File: src/logic/tmc_map.svh
// Address map, field positions, reset values and timing counts of the timer control block.
// Assumes a 20 MHz system clock; the counts below are derived from that period.
`ifndef TMC_MAP_SVH
`define TMC_MAP_SVH

// ============================================================
// Register addresses
`define TMC_ADDR_CTRL 8'hc8
`define TMC_ADDR_RLD_LO 8'hca
`define TMC_ADDR_RLD_HI 8'hcb
`define TMC_ADDR_CNT_LO 8'hcc
`define TMC_ADDR_CNT_HI 8'hcd

// ============================================================
// Control register fields
`define TMC_BIT_HI_FLAG 7
`define TMC_BIT_LO_FLAG 6
`define TMC_BIT_LO_EN 5
`define TMC_BIT_SPLIT 4
`define TMC_BIT_HI_CAP 3
`define TMC_BIT_LO_CAP 2
`define TMC_BIT_HI_RUN 1
`define TMC_BIT_LO_RUN 0
`define TMC_RST_VAL 8'h00

// ============================================================
// Timing
`define TMC_CLK_NS 50
`define TMC_DIV12 12
`define TMC_TICK_NS 5330
`define TMC_PULSE_NS 100000
`define TMC_TICK_CYC (`TMC_TICK_NS / `TMC_CLK_NS)
`define TMC_PULSE_CYC (`TMC_PULSE_NS / `TMC_CLK_NS)

`endif

File: src/logic/tmc_pkg.sv
// Types shared by the timer control block.
// Assumes the constants of tmc_map.svh for numeric values.
package tmc_pkg;

    // ============================================================
    // Special function register request
    typedef struct packed {
        logic wr;
        logic bit_wr;
        logic [7:0] addr;
        logic [7:0] wdata;
        logic bit_val;
    } tmc_sfr_req_t;

    // ============================================================
    // Operating configuration
    typedef enum logic [1:0] {
        TMC_WIDE_TIMER,
        TMC_WIDE_CAPTURE,
        TMC_SPLIT
    } tmc_mode_t;

endpackage : tmc_pkg

File: src/logic/tmc_top.sv
// Timer control and flag logic with its counter, reload and capture bytes.
// Assumes a processor core driving the register request in the system clock domain
// and a clock selector supplying the per-half clock codes.
`timescale 1ns/1ns
`include "tmc_map.svh"

module tmc_top
    import tmc_pkg::*;
#(
    parameter int DIV12 = `TMC_DIV12,
    parameter int TICK_CYC = `TMC_TICK_CYC,
    parameter int PULSE_CYC = `TMC_PULSE_CYC
) (
    input wire logic ref_clk_i,
    input wire logic sys_rst_i,
    input wire logic ce_i,
    input wire tmc_sfr_req_t sfr_req_i,
    input wire logic [3:0] clk_sel_i,
    input wire logic [1:0] edge_sel_i,
    input wire logic ext_event_zero_i,
    output logic [7:0] sfr_rdata_o,
    output logic timer_irq_o
);
    logic [7:0] ctrl_reg;
    logic [7:0] ctrl_next;
    logic [7:0] cnt_lo_reg;
    logic [7:0] cnt_hi_reg;
    logic [7:0] rld_lo_reg;
    logic [7:0] rld_hi_reg;
    logic [7:0] cnt_lo_next;
    logic [7:0] cnt_hi_next;
    logic [7:0] rld_lo_next;
    logic [7:0] rld_hi_next;
    logic [15:0] cnt16;
    logic [15:0] cnt16_inc;
    logic [3:0] ticks;
    logic lo_tick;
    logic hi_tick;
    logic cap_evt;
    logic hi_set;
    logic lo_set;
    logic sw_any;
    tmc_mode_t mode;

    // ============================================================
    // Decoding helpers
    function automatic logic pick_tick(input logic [3:0] t, input logic [1:0] sel);
        pick_tick = t[sel];
    endfunction : pick_tick

    // Byte write replaces the register; a bit access touches one bit of an
    // eight-aligned address only, so only the control register answers it.
    function automatic logic [7:0] sfr_merge(input logic [7:0] old,
                                             input tmc_sfr_req_t r,
                                             input logic [7:0] addr);
        logic [7:0] v;
        v = old;
        if (r.wr && r.addr == addr) begin
            v = r.wdata;
        end else if (r.bit_wr && addr[2:0] == 3'h0 && r.addr[7:3] == addr[7:3]) begin
            v[r.addr[2:0]] = r.bit_val;
        end
        sfr_merge = v;
    endfunction : sfr_merge

    // ============================================================
    // Clock selection and capture event
    tmc_tick_gen #(
        .DIV12(DIV12),
        .TICK_CYC(TICK_CYC),
        .PULSE_CYC(PULSE_CYC)
    ) u_tick (
        .ref_clk_i(ref_clk_i),
        .sys_rst_i(sys_rst_i),
        .ce_i(ce_i),
        .tick_o(ticks)
    );

    assign lo_tick = pick_tick(ticks, clk_sel_i[1:0]);
    assign hi_tick = pick_tick(ticks, clk_sel_i[3:2]);

    tmc_edge_det u_edge (
        .ref_clk_i(ref_clk_i),
        .sys_rst_i(sys_rst_i),
        .ce_i(ce_i),
        .ext_event_zero_i(ext_event_zero_i),
        .edge_sel_i(edge_sel_i),
        .event_o(cap_evt)
    );

    // ============================================================
    // Configuration decode
    always_comb begin
        if (ctrl_reg[`TMC_BIT_SPLIT]) begin
            mode = TMC_SPLIT;
        end else if (ctrl_reg[`TMC_BIT_LO_CAP]) begin
            mode = TMC_WIDE_CAPTURE;
        end else begin
            mode = TMC_WIDE_TIMER;
        end
    end

    assign cnt16 = {cnt_hi_reg, cnt_lo_reg};
    assign cnt16_inc = cnt16 + 16'h0001;
    assign sw_any = sfr_req_i.wr || sfr_req_i.bit_wr;

    // ============================================================
    // Counting, reload, capture and flag set conditions
    always_comb begin
        cnt_lo_next = cnt_lo_reg;
        cnt_hi_next = cnt_hi_reg;
        rld_lo_next = rld_lo_reg;
        rld_hi_next = rld_hi_reg;
        hi_set = 1'b0;
        lo_set = 1'b0;
        case (mode)
            TMC_WIDE_TIMER: begin
                // The high run bit is not consulted here: the low half owns the timer.
                if (ctrl_reg[`TMC_BIT_LO_RUN] && lo_tick) begin
                    {cnt_hi_next, cnt_lo_next} = cnt16_inc;
                    if (cnt16 == 16'hffff) begin
                        {cnt_hi_next, cnt_lo_next} = {rld_hi_reg, rld_lo_reg};
                        hi_set = 1'b1;
                    end
                    if (cnt_lo_reg == 8'hff) begin
                        lo_set = 1'b1;
                    end
                end
            end
            TMC_WIDE_CAPTURE: begin
                if (ctrl_reg[`TMC_BIT_LO_RUN] && lo_tick) begin
                    {cnt_hi_next, cnt_lo_next} = cnt16_inc;
                    if (cnt16 == 16'hffff) begin
                        lo_set = 1'b1;
                    end
                end
                // Capture does not depend on the run bit.
                if (cap_evt) begin
                    {rld_hi_next, rld_lo_next} = cnt16;
                    hi_set = 1'b1;
                end
            end
            TMC_SPLIT: begin
                if (ctrl_reg[`TMC_BIT_LO_RUN] && lo_tick) begin
                    cnt_lo_next = cnt_lo_reg + 8'h01;
                    if (cnt_lo_reg == 8'hff && !ctrl_reg[`TMC_BIT_LO_CAP]) begin
                        cnt_lo_next = rld_lo_reg;
                        lo_set = 1'b1;
                    end
                end
                if (ctrl_reg[`TMC_BIT_HI_RUN] && hi_tick) begin
                    cnt_hi_next = cnt_hi_reg + 8'h01;
                    if (cnt_hi_reg == 8'hff && !ctrl_reg[`TMC_BIT_HI_CAP]) begin
                        cnt_hi_next = rld_hi_reg;
                        hi_set = 1'b1;
                    end
                end
                if (cap_evt && ctrl_reg[`TMC_BIT_LO_CAP]) begin
                    rld_lo_next = cnt_lo_reg;
                    lo_set = 1'b1;
                end
                if (cap_evt && ctrl_reg[`TMC_BIT_HI_CAP]) begin
                    rld_hi_next = cnt_hi_reg;
                    hi_set = 1'b1;
                end
            end
            default: begin
            end
        endcase
    end

    // ============================================================
    // Control register: software merge, then hardware sets on top
    always_comb begin
        ctrl_next = sfr_merge(ctrl_reg, sfr_req_i, `TMC_ADDR_CTRL);
        ctrl_next[`TMC_BIT_HI_FLAG] = ctrl_next[`TMC_BIT_HI_FLAG] | hi_set;
        ctrl_next[`TMC_BIT_LO_FLAG] = ctrl_next[`TMC_BIT_LO_FLAG] | lo_set;
    end

    always_ff @(posedge ref_clk_i or posedge sys_rst_i) begin
        if (sys_rst_i) begin
            ctrl_reg <= `TMC_RST_VAL;
        end else if (ce_i) begin
            ctrl_reg <= ctrl_next;
        end
    end

    // ============================================================
    // Counter and reload bytes; a software write overrides the hardware update.
    always_ff @(posedge ref_clk_i or posedge sys_rst_i) begin
        if (sys_rst_i) begin
            cnt_lo_reg <= `TMC_RST_VAL;
            cnt_hi_reg <= `TMC_RST_VAL;
            rld_lo_reg <= `TMC_RST_VAL;
            rld_hi_reg <= `TMC_RST_VAL;
        end else if (ce_i) begin
            cnt_lo_reg <= sfr_merge(cnt_lo_next, sfr_req_i, `TMC_ADDR_CNT_LO);
            cnt_hi_reg <= sfr_merge(cnt_hi_next, sfr_req_i, `TMC_ADDR_CNT_HI);
            rld_lo_reg <= sfr_merge(rld_lo_next, sfr_req_i, `TMC_ADDR_RLD_LO);
            rld_hi_reg <= sfr_merge(rld_hi_next, sfr_req_i, `TMC_ADDR_RLD_HI);
        end
    end

    // ============================================================
    // Read data and interrupt request, both registered
    always_ff @(posedge ref_clk_i or posedge sys_rst_i) begin
        if (sys_rst_i) begin
            sfr_rdata_o <= 8'h00;
        end else if (ce_i) begin
            case (sfr_req_i.addr)
                `TMC_ADDR_CTRL: sfr_rdata_o <= ctrl_reg;
                `TMC_ADDR_RLD_LO: sfr_rdata_o <= rld_lo_reg;
                `TMC_ADDR_RLD_HI: sfr_rdata_o <= rld_hi_reg;
                `TMC_ADDR_CNT_LO: sfr_rdata_o <= cnt_lo_reg;
                `TMC_ADDR_CNT_HI: sfr_rdata_o <= cnt_hi_reg;
                default: sfr_rdata_o <= 8'h00;
            endcase
        end
    end

    // The request lags the flags by one cycle so the output stays a clean flop.
    always_ff @(posedge ref_clk_i or posedge sys_rst_i) begin
        if (sys_rst_i) begin
            timer_irq_o <= 1'b0;
        end else if (ce_i) begin
            timer_irq_o <= ctrl_reg[`TMC_BIT_HI_FLAG] |
                (ctrl_reg[`TMC_BIT_LO_FLAG] & ctrl_reg[`TMC_BIT_LO_EN]);
        end
    end
endmodule : tmc_top

File: src/logic/tmc_tick_gen.sv
// Counting-clock tick generator: system clock, divide by twelve, short tick, long pulse.
// Assumes one system clock; ticks are one-cycle enables in that domain.
`timescale 1ns/1ns
`include "tmc_map.svh"
module tmc_tick_gen #(
    parameter int DIV12 = `TMC_DIV12,
    parameter int TICK_CYC = `TMC_TICK_CYC,
    parameter int PULSE_CYC = `TMC_PULSE_CYC
) (
    input wire logic ref_clk_i,
    input wire logic sys_rst_i,
    input wire logic ce_i,
    output logic [3:0] tick_o
);
    localparam int DIVS [3] = '{DIV12, TICK_CYC, PULSE_CYC};

    if (DIV12 < 2 || TICK_CYC < 2 || PULSE_CYC < 2) begin : g_bad
        $error("tmc_tick_gen: every divider must be at least two");
    end

    assign tick_o[0] = ce_i;

    // ============================================================
    // One free-running divider per slow tick
    for (genvar g = 0; g < 3; g++) begin : g_div
        localparam int W = $clog2(DIVS[g]);
        logic [W-1:0] div_reg;
        always_ff @(posedge ref_clk_i or posedge sys_rst_i) begin
            if (sys_rst_i) begin
                div_reg <= '0;
            end else if (ce_i) begin
                if (div_reg == W'(DIVS[g] - 1)) begin
                    div_reg <= '0;
                end else begin
                    div_reg <= div_reg + W'(1);
                end
            end
        end
        assign tick_o[g+1] = ce_i && (div_reg == W'(DIVS[g] - 1));
    end

endmodule : tmc_tick_gen

File: src/logic/tmc_edge_det.sv
// Capture event detector on the external event pin.
// Assumes the pin is asynchronous; it passes two flip-flops before the edge logic.
`timescale 1ns/1ns
module tmc_edge_det (
    input wire logic ref_clk_i,
    input wire logic sys_rst_i,
    input wire logic ce_i,
    input wire logic ext_event_zero_i,
    input wire logic [1:0] edge_sel_i,
    output logic event_o
);
    logic sync1_reg;
    logic sync2_reg;
    logic last_reg;

    // ============================================================
    // Synchroniser and edge memory
    always_ff @(posedge ref_clk_i or posedge sys_rst_i) begin
        if (sys_rst_i) begin
            sync1_reg <= 1'b0;
            sync2_reg <= 1'b0;
            last_reg <= 1'b0;
        end else if (ce_i) begin
            sync1_reg <= ext_event_zero_i;
            sync2_reg <= sync1_reg;
            last_reg <= sync2_reg;
        end
    end

    // Bit 0 selects rising edges, bit 1 falling edges; both give either edge.
    assign event_o = ce_i && ((edge_sel_i[0] && sync2_reg && !last_reg) ||
                              (edge_sel_i[1] && !sync2_reg && last_reg));

endmodule : tmc_edge_det

File: config.mk
export PLATFORM = sky130hd
export DESIGN_NAME = tmc_top
export DESIGN_NICKNAME = d
export VERILOG_FILES = /design/src/logic/tmc_pkg.sv /design/src/logic/tmc_top.sv /design/src/logic/tmc_tick_gen.sv /design/src/logic/tmc_edge_det.sv
export VERILOG_INCLUDE_DIRS = /design/src /design/src/logic
export SDC_FILE = /design/constraint.sdc
export NUM_CORES = 1
export LEC_CHECK = 0
export BUFFER_PORTS_ARGS = -buffer_cell sky130_fd_sc_hd__buf_2
export CORE_MARGIN = 3
export CORE_UTILIZATION = 50
export CTS_BUF_LIST = sky130_fd_sc_hd__clkbuf_8
export DETAILED_ROUTE_END_ITERATION = 10
export PLACE_DENSITY = 0.71
export SLEW_MARGIN = 20
export SYNTH_ARGS = -nofsm -noshare
export SYNTH_HDL_FRONTEND = slang
export SYNTH_SLANG_ARGS = --single-unit
File: constraint.sdc
create_clock -name ref_clk_i -period 3.24 [get_ports ref_clk_i]
set_clock_uncertainty 0.15 [all_clocks]
set_input_delay 0.648 -clock ref_clk_i [delete_from_list [all_inputs] [get_ports ref_clk_i]]
set_output_delay 0.648 -clock ref_clk_i [all_outputs]
set_load 0.01 [all_outputs]
==> results.toml, run 1 <==
[synthesis]
synth-edff-count = 0
yosysSeqAreaShare_pct = 39.39
ys_seq_elements = 74
syn_avg_cell_area_um2 = 9.075
yosysUniqueCellTypes = 63
synthArstFlopShare_pct = 100.0
post_synth_inst_count = 518
synthFlopType = "dfrtp_1"
syn_area_mm2 = 0.004701
synthesis.nets = 553
ys_warn_count = 0

[grt]
grt_pass1_wl_mm = 21.58
grt.total_usage_pct = 26.19
overflow = 0
antenna_found_initial = 0
grt_max_degree = 75
grt_pass1_vias = 4191

[clocking]
ctsHoldBuffers = 0
clk_latency_ns = 0.35
cts.htree.levels = 3
cts_root_buf = "clkbuf_8"
cts_inserted_buffers = 9
cts_max_path_buffers = 2
clk_pin_slew_ns = 0.09
cts_setup_buffers = 0
ctsResizeCount = 0
tritoncts = "yes"
cts_sinks = 74

[route]
drc = 0
detail-route-antenna-nets = 0
dr.pass1.iters = 6
vias = 4255
drt_iter0_markers = 444
wirelength_mm = 13.10
avgRoutedWirePerCell_um = 19.94
routed_via_density = 6.476

[worst_setup_path]
crit_buf_inv = 0
cp_max_fo = 8
cp_slowest_stage_delay_ns = 0.40
path_cells = "ha_1 -> nand4_1 -> nor4_4 -> and4_1 -> nor2_1 -> o211a_1 -> mux2_4"
crit_type = "reg -> reg"
crit_family = "simple AND/OR/NAND/NOR gates"
r2r_start = "u_tick.g_div[2].div_reg[0]"
cp-end-kind = "register"
cp-startpoint = "u_tick.g_div[2].div_reg[0]"
crit_required_ns = 3.33
cp-start-kind = "register"
worstPathArrival_ns = 2.74
slowest_stage = "nor4_4"
r2r_slack_ns = 0.59

[timing]
hold_viol = 0
fmax_mhz = 377.2
slew_headroom_pct = 47.96
worst_pin_slew_ns = 0.7805
fin_crit_ns = 2.651
tns_ns = 0
finalMaxSlewViolations = 0
rsz0062_at_grt = "false"
timing.hold.ws_ns = 0.2293
worst_slack_ns = 0.5890
setup_viol = 0
period_share_pct = 81.82

[finish]
largest_reg_flops = 22
fill_cells = 813
fin_nets = 579
num_antenna_cells = 0
layout-drive-gt1-share_pct = 17.49
finalInstanceArea_mm2 = 0.005205
area_growth_syn_to_layout_pct = 10.73

[power_and_ir_drop]
ir_worst_vdd_mv = 0.5269
powerDensity_mw_per_mm2 = 570.1
p_leak_uw = 0.002321

[place]
placed_area_mm2 = 0.004971
dp_hpwl_mm = 9.303
place.gp.congestion = 0.9835
dp_slack_ns = 0.4551
port_buffers = 37

[floorplan]
start_util_pct = 52.62
die_x_um = 103.0
dieHeight_um = 103.0
core_area_mm2 = 0.008934
io_pins = 38
fp.dieArea_mm2 = 0.01060
rows = 34

[worst_hold_path]
hold_class = "in -> async"

[status]
status = "complete, no violations"

[job]
cap_violations = 0
==> path summary, 6_finish.rpt <==
path	end	cells after the start
worst max-delay path	cnt_hi_reg[6]	7
worst min register to register	u_edge.sync1_reg	1
max in group asynchronous	ctrl_reg[1]	3
min in group ref_clk_i	u_edge.sync1_reg	1
worst min-delay path	cnt_hi_reg[1]	3
worst max register to register	cnt_hi_reg[6]	7
==> cell usage in the layout, fill, tap and decap left out, types with 7 or more instances in the layout <==
cell type  count
nand2b_1       8
buf_2         37
xor2_1        12
inv_1         11
nand4_1       12
clkbuf_8       9
nand3_1       15
buf_4         10
nor2_1        50
or3_1          8
mux2_4         7
a31oi_1       19
o21ai_0       34
xnor2_1        7
a222oi_1       8
mux2i_1       23
a22oi_1       10
nand2_1       49
nor3_1        13
a21oi_1       30
dfrtp_1       74
and3_1         7
mux2_2        15
==> tightest hold or removal path, stage by stage <==
cell    delay, ns
buf_2        0.10
inv_2        0.06
buf_12       0.34
==> synth_stat cells (10+ instances only) <==
library cell	number	area share [%]
buf_2	10	1.1
nand2_1	49	3.9
clkbuf_1	15	1.2
nand3_1	15	1.6
a21oi_1	30	3.2
xor2_1	12	2.2
mux2_2	15	3.6
a31oi_1	19	2.5
nor2_1	50	4.0
inv_1	10	0.80
nand4_1	12	1.6
nor3_1	13	1.4
o21ai_0	34	3.6
mux2i_1	23	4.9
a22oi_1	10	1.6
dfrtp_1	74	39
==> power by group <==
part           total (µW)  internal, µW  switching [µW]
sequential           1420          1120             298
clock                 869           505             363
combinational         678           341             338
total                2970          1970             999
==> cell type report <==
class | instances | area [µm²] | share of cell area [%]
clock buffers | 9 | 123.9 | 2.380
repair buffers | 48 | 280.3 | 5.385
well taps | 108 | 135.1 | 2.596
inverters | 10 | 37.54 | 0.7212
clock inverters | 7 | 110.1 | 2.115
flip-flops and latches | 74 | 1852 | 35.58
multi-input cells | 401 | 2666 | 51.23
==> logic make-up after synthesis <==
| family | Yosys count | share of synthesized area, % |
|---|---|---|
| flops | 74 | 39.39 |
| fa+ha+maj | 6 | 1.597 |
| xor+xnor | 19 | 3.540 |
| simple gates | 191 | 20.76 |
| compound gates | 140 | 20.10 |
| mux | 45 | 10.73 |
| buf+inv | 43 | 3.886 |
==> layer usage <==
| layer | track usage, % | vias to the layer above | share of wire [%] | wire [µm] |
|---|---|---|---|---|
| li1 | - | 1973 | - | - |
| met1 | 36.54 | 2032 | 44 | 5744 |
| met2 | 38.23 | 214 | 43 | 5664 |
| met3 | 8.796 | 36 | 10 | 1362 |
| met4 | 8.865 | 0 | 2.5 | 328 |
| met5 | 0 | - | 0 | 0 |
==> metrics by stage <==
stage               util, %  power, µW  std cells
global placement      55.64       2054        641
global route          58.26       3136        657
finish                58.26       2967        657
floorplan                 -       1867        518
detailed placement    55.64       2097        641
CTS                   58.26       2960        657
(Power assumes the default switching activity.)
==> inputs of run 2 (changes only) <==
==> constraint.sdc (replaced) <==
create_clock -name ref_clk_i -period 2.78 [get_ports ref_clk_i]
set_clock_uncertainty 0.15 [all_clocks]
set_input_delay 0.556 -clock ref_clk_i [delete_from_list [all_inputs] [get_ports ref_clk_i]]
set_output_delay 0.556 -clock ref_clk_i [all_outputs]
set_load 0.01 [all_outputs]
==> results.toml, run 2 (same netlist as run 1, synthesis figures left out) <==
[floorplan]
die_x_um = 103.0
start_util_pct = 52.62
dieHeight_um = 103.0
fp.dieArea_mm2 = 0.01060
io_pins = 38
core_area_mm2 = 0.008934
rows = 34

[job]
cap_violations = 0

[clocking]
ctsResizeCount = 0
cts_root_buf = "clkbuf_8"
ctsHoldBuffers = 0
tritoncts = "yes"
cts.htree.levels = 3
cts_sinks = 74
clk_pin_slew_ns = 0.08
clk_latency_ns = 0.35
cts_inserted_buffers = 9
cts_setup_buffers = 0
cts_max_path_buffers = 2

[power_and_ir_drop]
combPwrFrac_pct = 28.1
swShare_pct = 35.43
powerDensity_mw_per_mm2 = 616.8
p_int_uw = 2086
p_seq_share_pct = 49.3
switching_power_uw = 1145
clockPowerShare_pct = 22.6
ir_worst_vdd_mv = 0.4178
p_leak_uw = 0.002361

[worst_setup_path]
crit_buf_inv = 0
crit_required_ns = 2.86
cp_slowest_stage_delay_ns = 0.48
cp_max_fo = 10
cp-end-kind = "register"
crit_type = "reg -> reg"
crit_family = "simple AND/OR/NAND/NOR gates"
worstPathArrival_ns = 2.65
path_cells = "ha_1 -> nand3_1 -> or2_1 -> a21oi_4 -> mux2i_1 -> o21ai_0 -> mux2_2"
r2r_slack_ns = 0.21
cp-start-kind = "register"
slowest_stage = "dfrtp_1"

[route]
drt_iter0_markers = 504
avgRoutedWirePerCell_um = 19.77
vias = 4318
routed_via_density = 6.445
dr.pass1.iters = 6
drc = 0
wirelength_mm = 13.25
detail-route-antenna-nets = 0

[timing]
hold_viol = 0
fmax_mhz = 389.6
finalMaxSlewViolations = 0
rsz0062_at_grt = "false"
slew_headroom_pct = 52.16
worst_pin_slew_ns = 0.7137
period_share_pct = 92.32
timing.hold.ws_ns = 0.1030
fin_crit_ns = 2.566
setup_viol = 0
tns_ns = 0

[finish]
seq_area_mm2 = 0.001852
area_growth_syn_to_layout_pct = 11.42
final_cells = 670
num_antenna_cells = 0
final_cell_mix = "dfrtp_1, nor2_1, nand2_1"
fin_nets = 592
layout-drive-gt1-share_pct = 19.40
fill_cells = 808
largest_reg_flops = 22
final_common_cell = "dfrtp_1"
multiInputGateArea_mm2 = 0.002671

[grt]
antenna_found_initial = 0
grt_max_degree = 52
overflow = 0
grt.total_usage_pct = 26.64
grt_pass1_vias = 3975
grt_pass1_wl_mm = 21.67

[place]
dp.cells = 654
place.gp.congestion = 0.9496
dp_hpwl_mm = 9.610
port_buffers = 37

[status]
status = "complete, no violations"

[worst_hold_path]
hold_class = "in -> async"
[run 2: cell count changes in the layout (fill, tap and decap cells not counted), sizes merged]
cell and delta:
inv +1, clkinvlp -1, clkbuf +1, buf +13, clkinv +2, bufinv -3
[run 2: cell type report]
| type | instances | share of cell area [%] |
|---|---|---|
| Tap cell | 108 | 2.580 |
| Sequential cell | 74 | 35.36 |
| Clock inverter | 6 | 0.5017 |
| Inverter | 10 | 0.7167 |
| Clock buffer | 10 | 2.628 |
| Multi-Input combinational cell | 401 | 51.00 |
| Timing Repair Buffer | 61 | 7.215 |
[run 2: path summary, 6_finish.rpt]
path                             startpoint                    endpoint  cells past startpoint
max                           cnt_hi_reg[0]               cnt_lo_reg[1]                      7
min                               sys_rst_i  u_tick.g_div[2].div_reg[6]                      2
max reg2reg                   cnt_hi_reg[0]               cnt_lo_reg[1]                      7
min reg2reg                u_edge.sync1_reg            u_edge.sync1_reg                      1
max in group asynchronous         sys_rst_i               cnt_lo_reg[1]                      3
min in group ref_clk_i     ext_event_zero_i            u_edge.sync1_reg                      2
[run 2: routing by layer]
layer	GRT usage, %	part of all wire [%]
met5	0	0
met4	6.873	1.5
met3	6.225	11
met1	40.58	44
met2	38.04	43
[run 2: power groups by stage]
stage	Combinational, µW	Clock (µW)	Sequential (µW)
floorplan	655	0	1520
global placement	860	0	1590
detailed placement	900	0	1600
CTS	906	742	1580
global route	1030	795	1620
finish	908	730	1590
[run 2: stage by stage]
stage / cell area (µm²) / power (µW) / worst slack, ns / util [%]
floorplan: 4701 / 2176 / 0.1924 / -
detailed placement: 5069 / 2501 / 0.1830 / 56.74
global placement: 5069 / 2455 / 0.2627 / 56.74
finish: 5238 / 3231 / 0.2136 / 58.63
CTS: 5233 / 3231 / 0.2409 / 58.57
global route: 5238 / 3447 / 0.005661 / 58.63
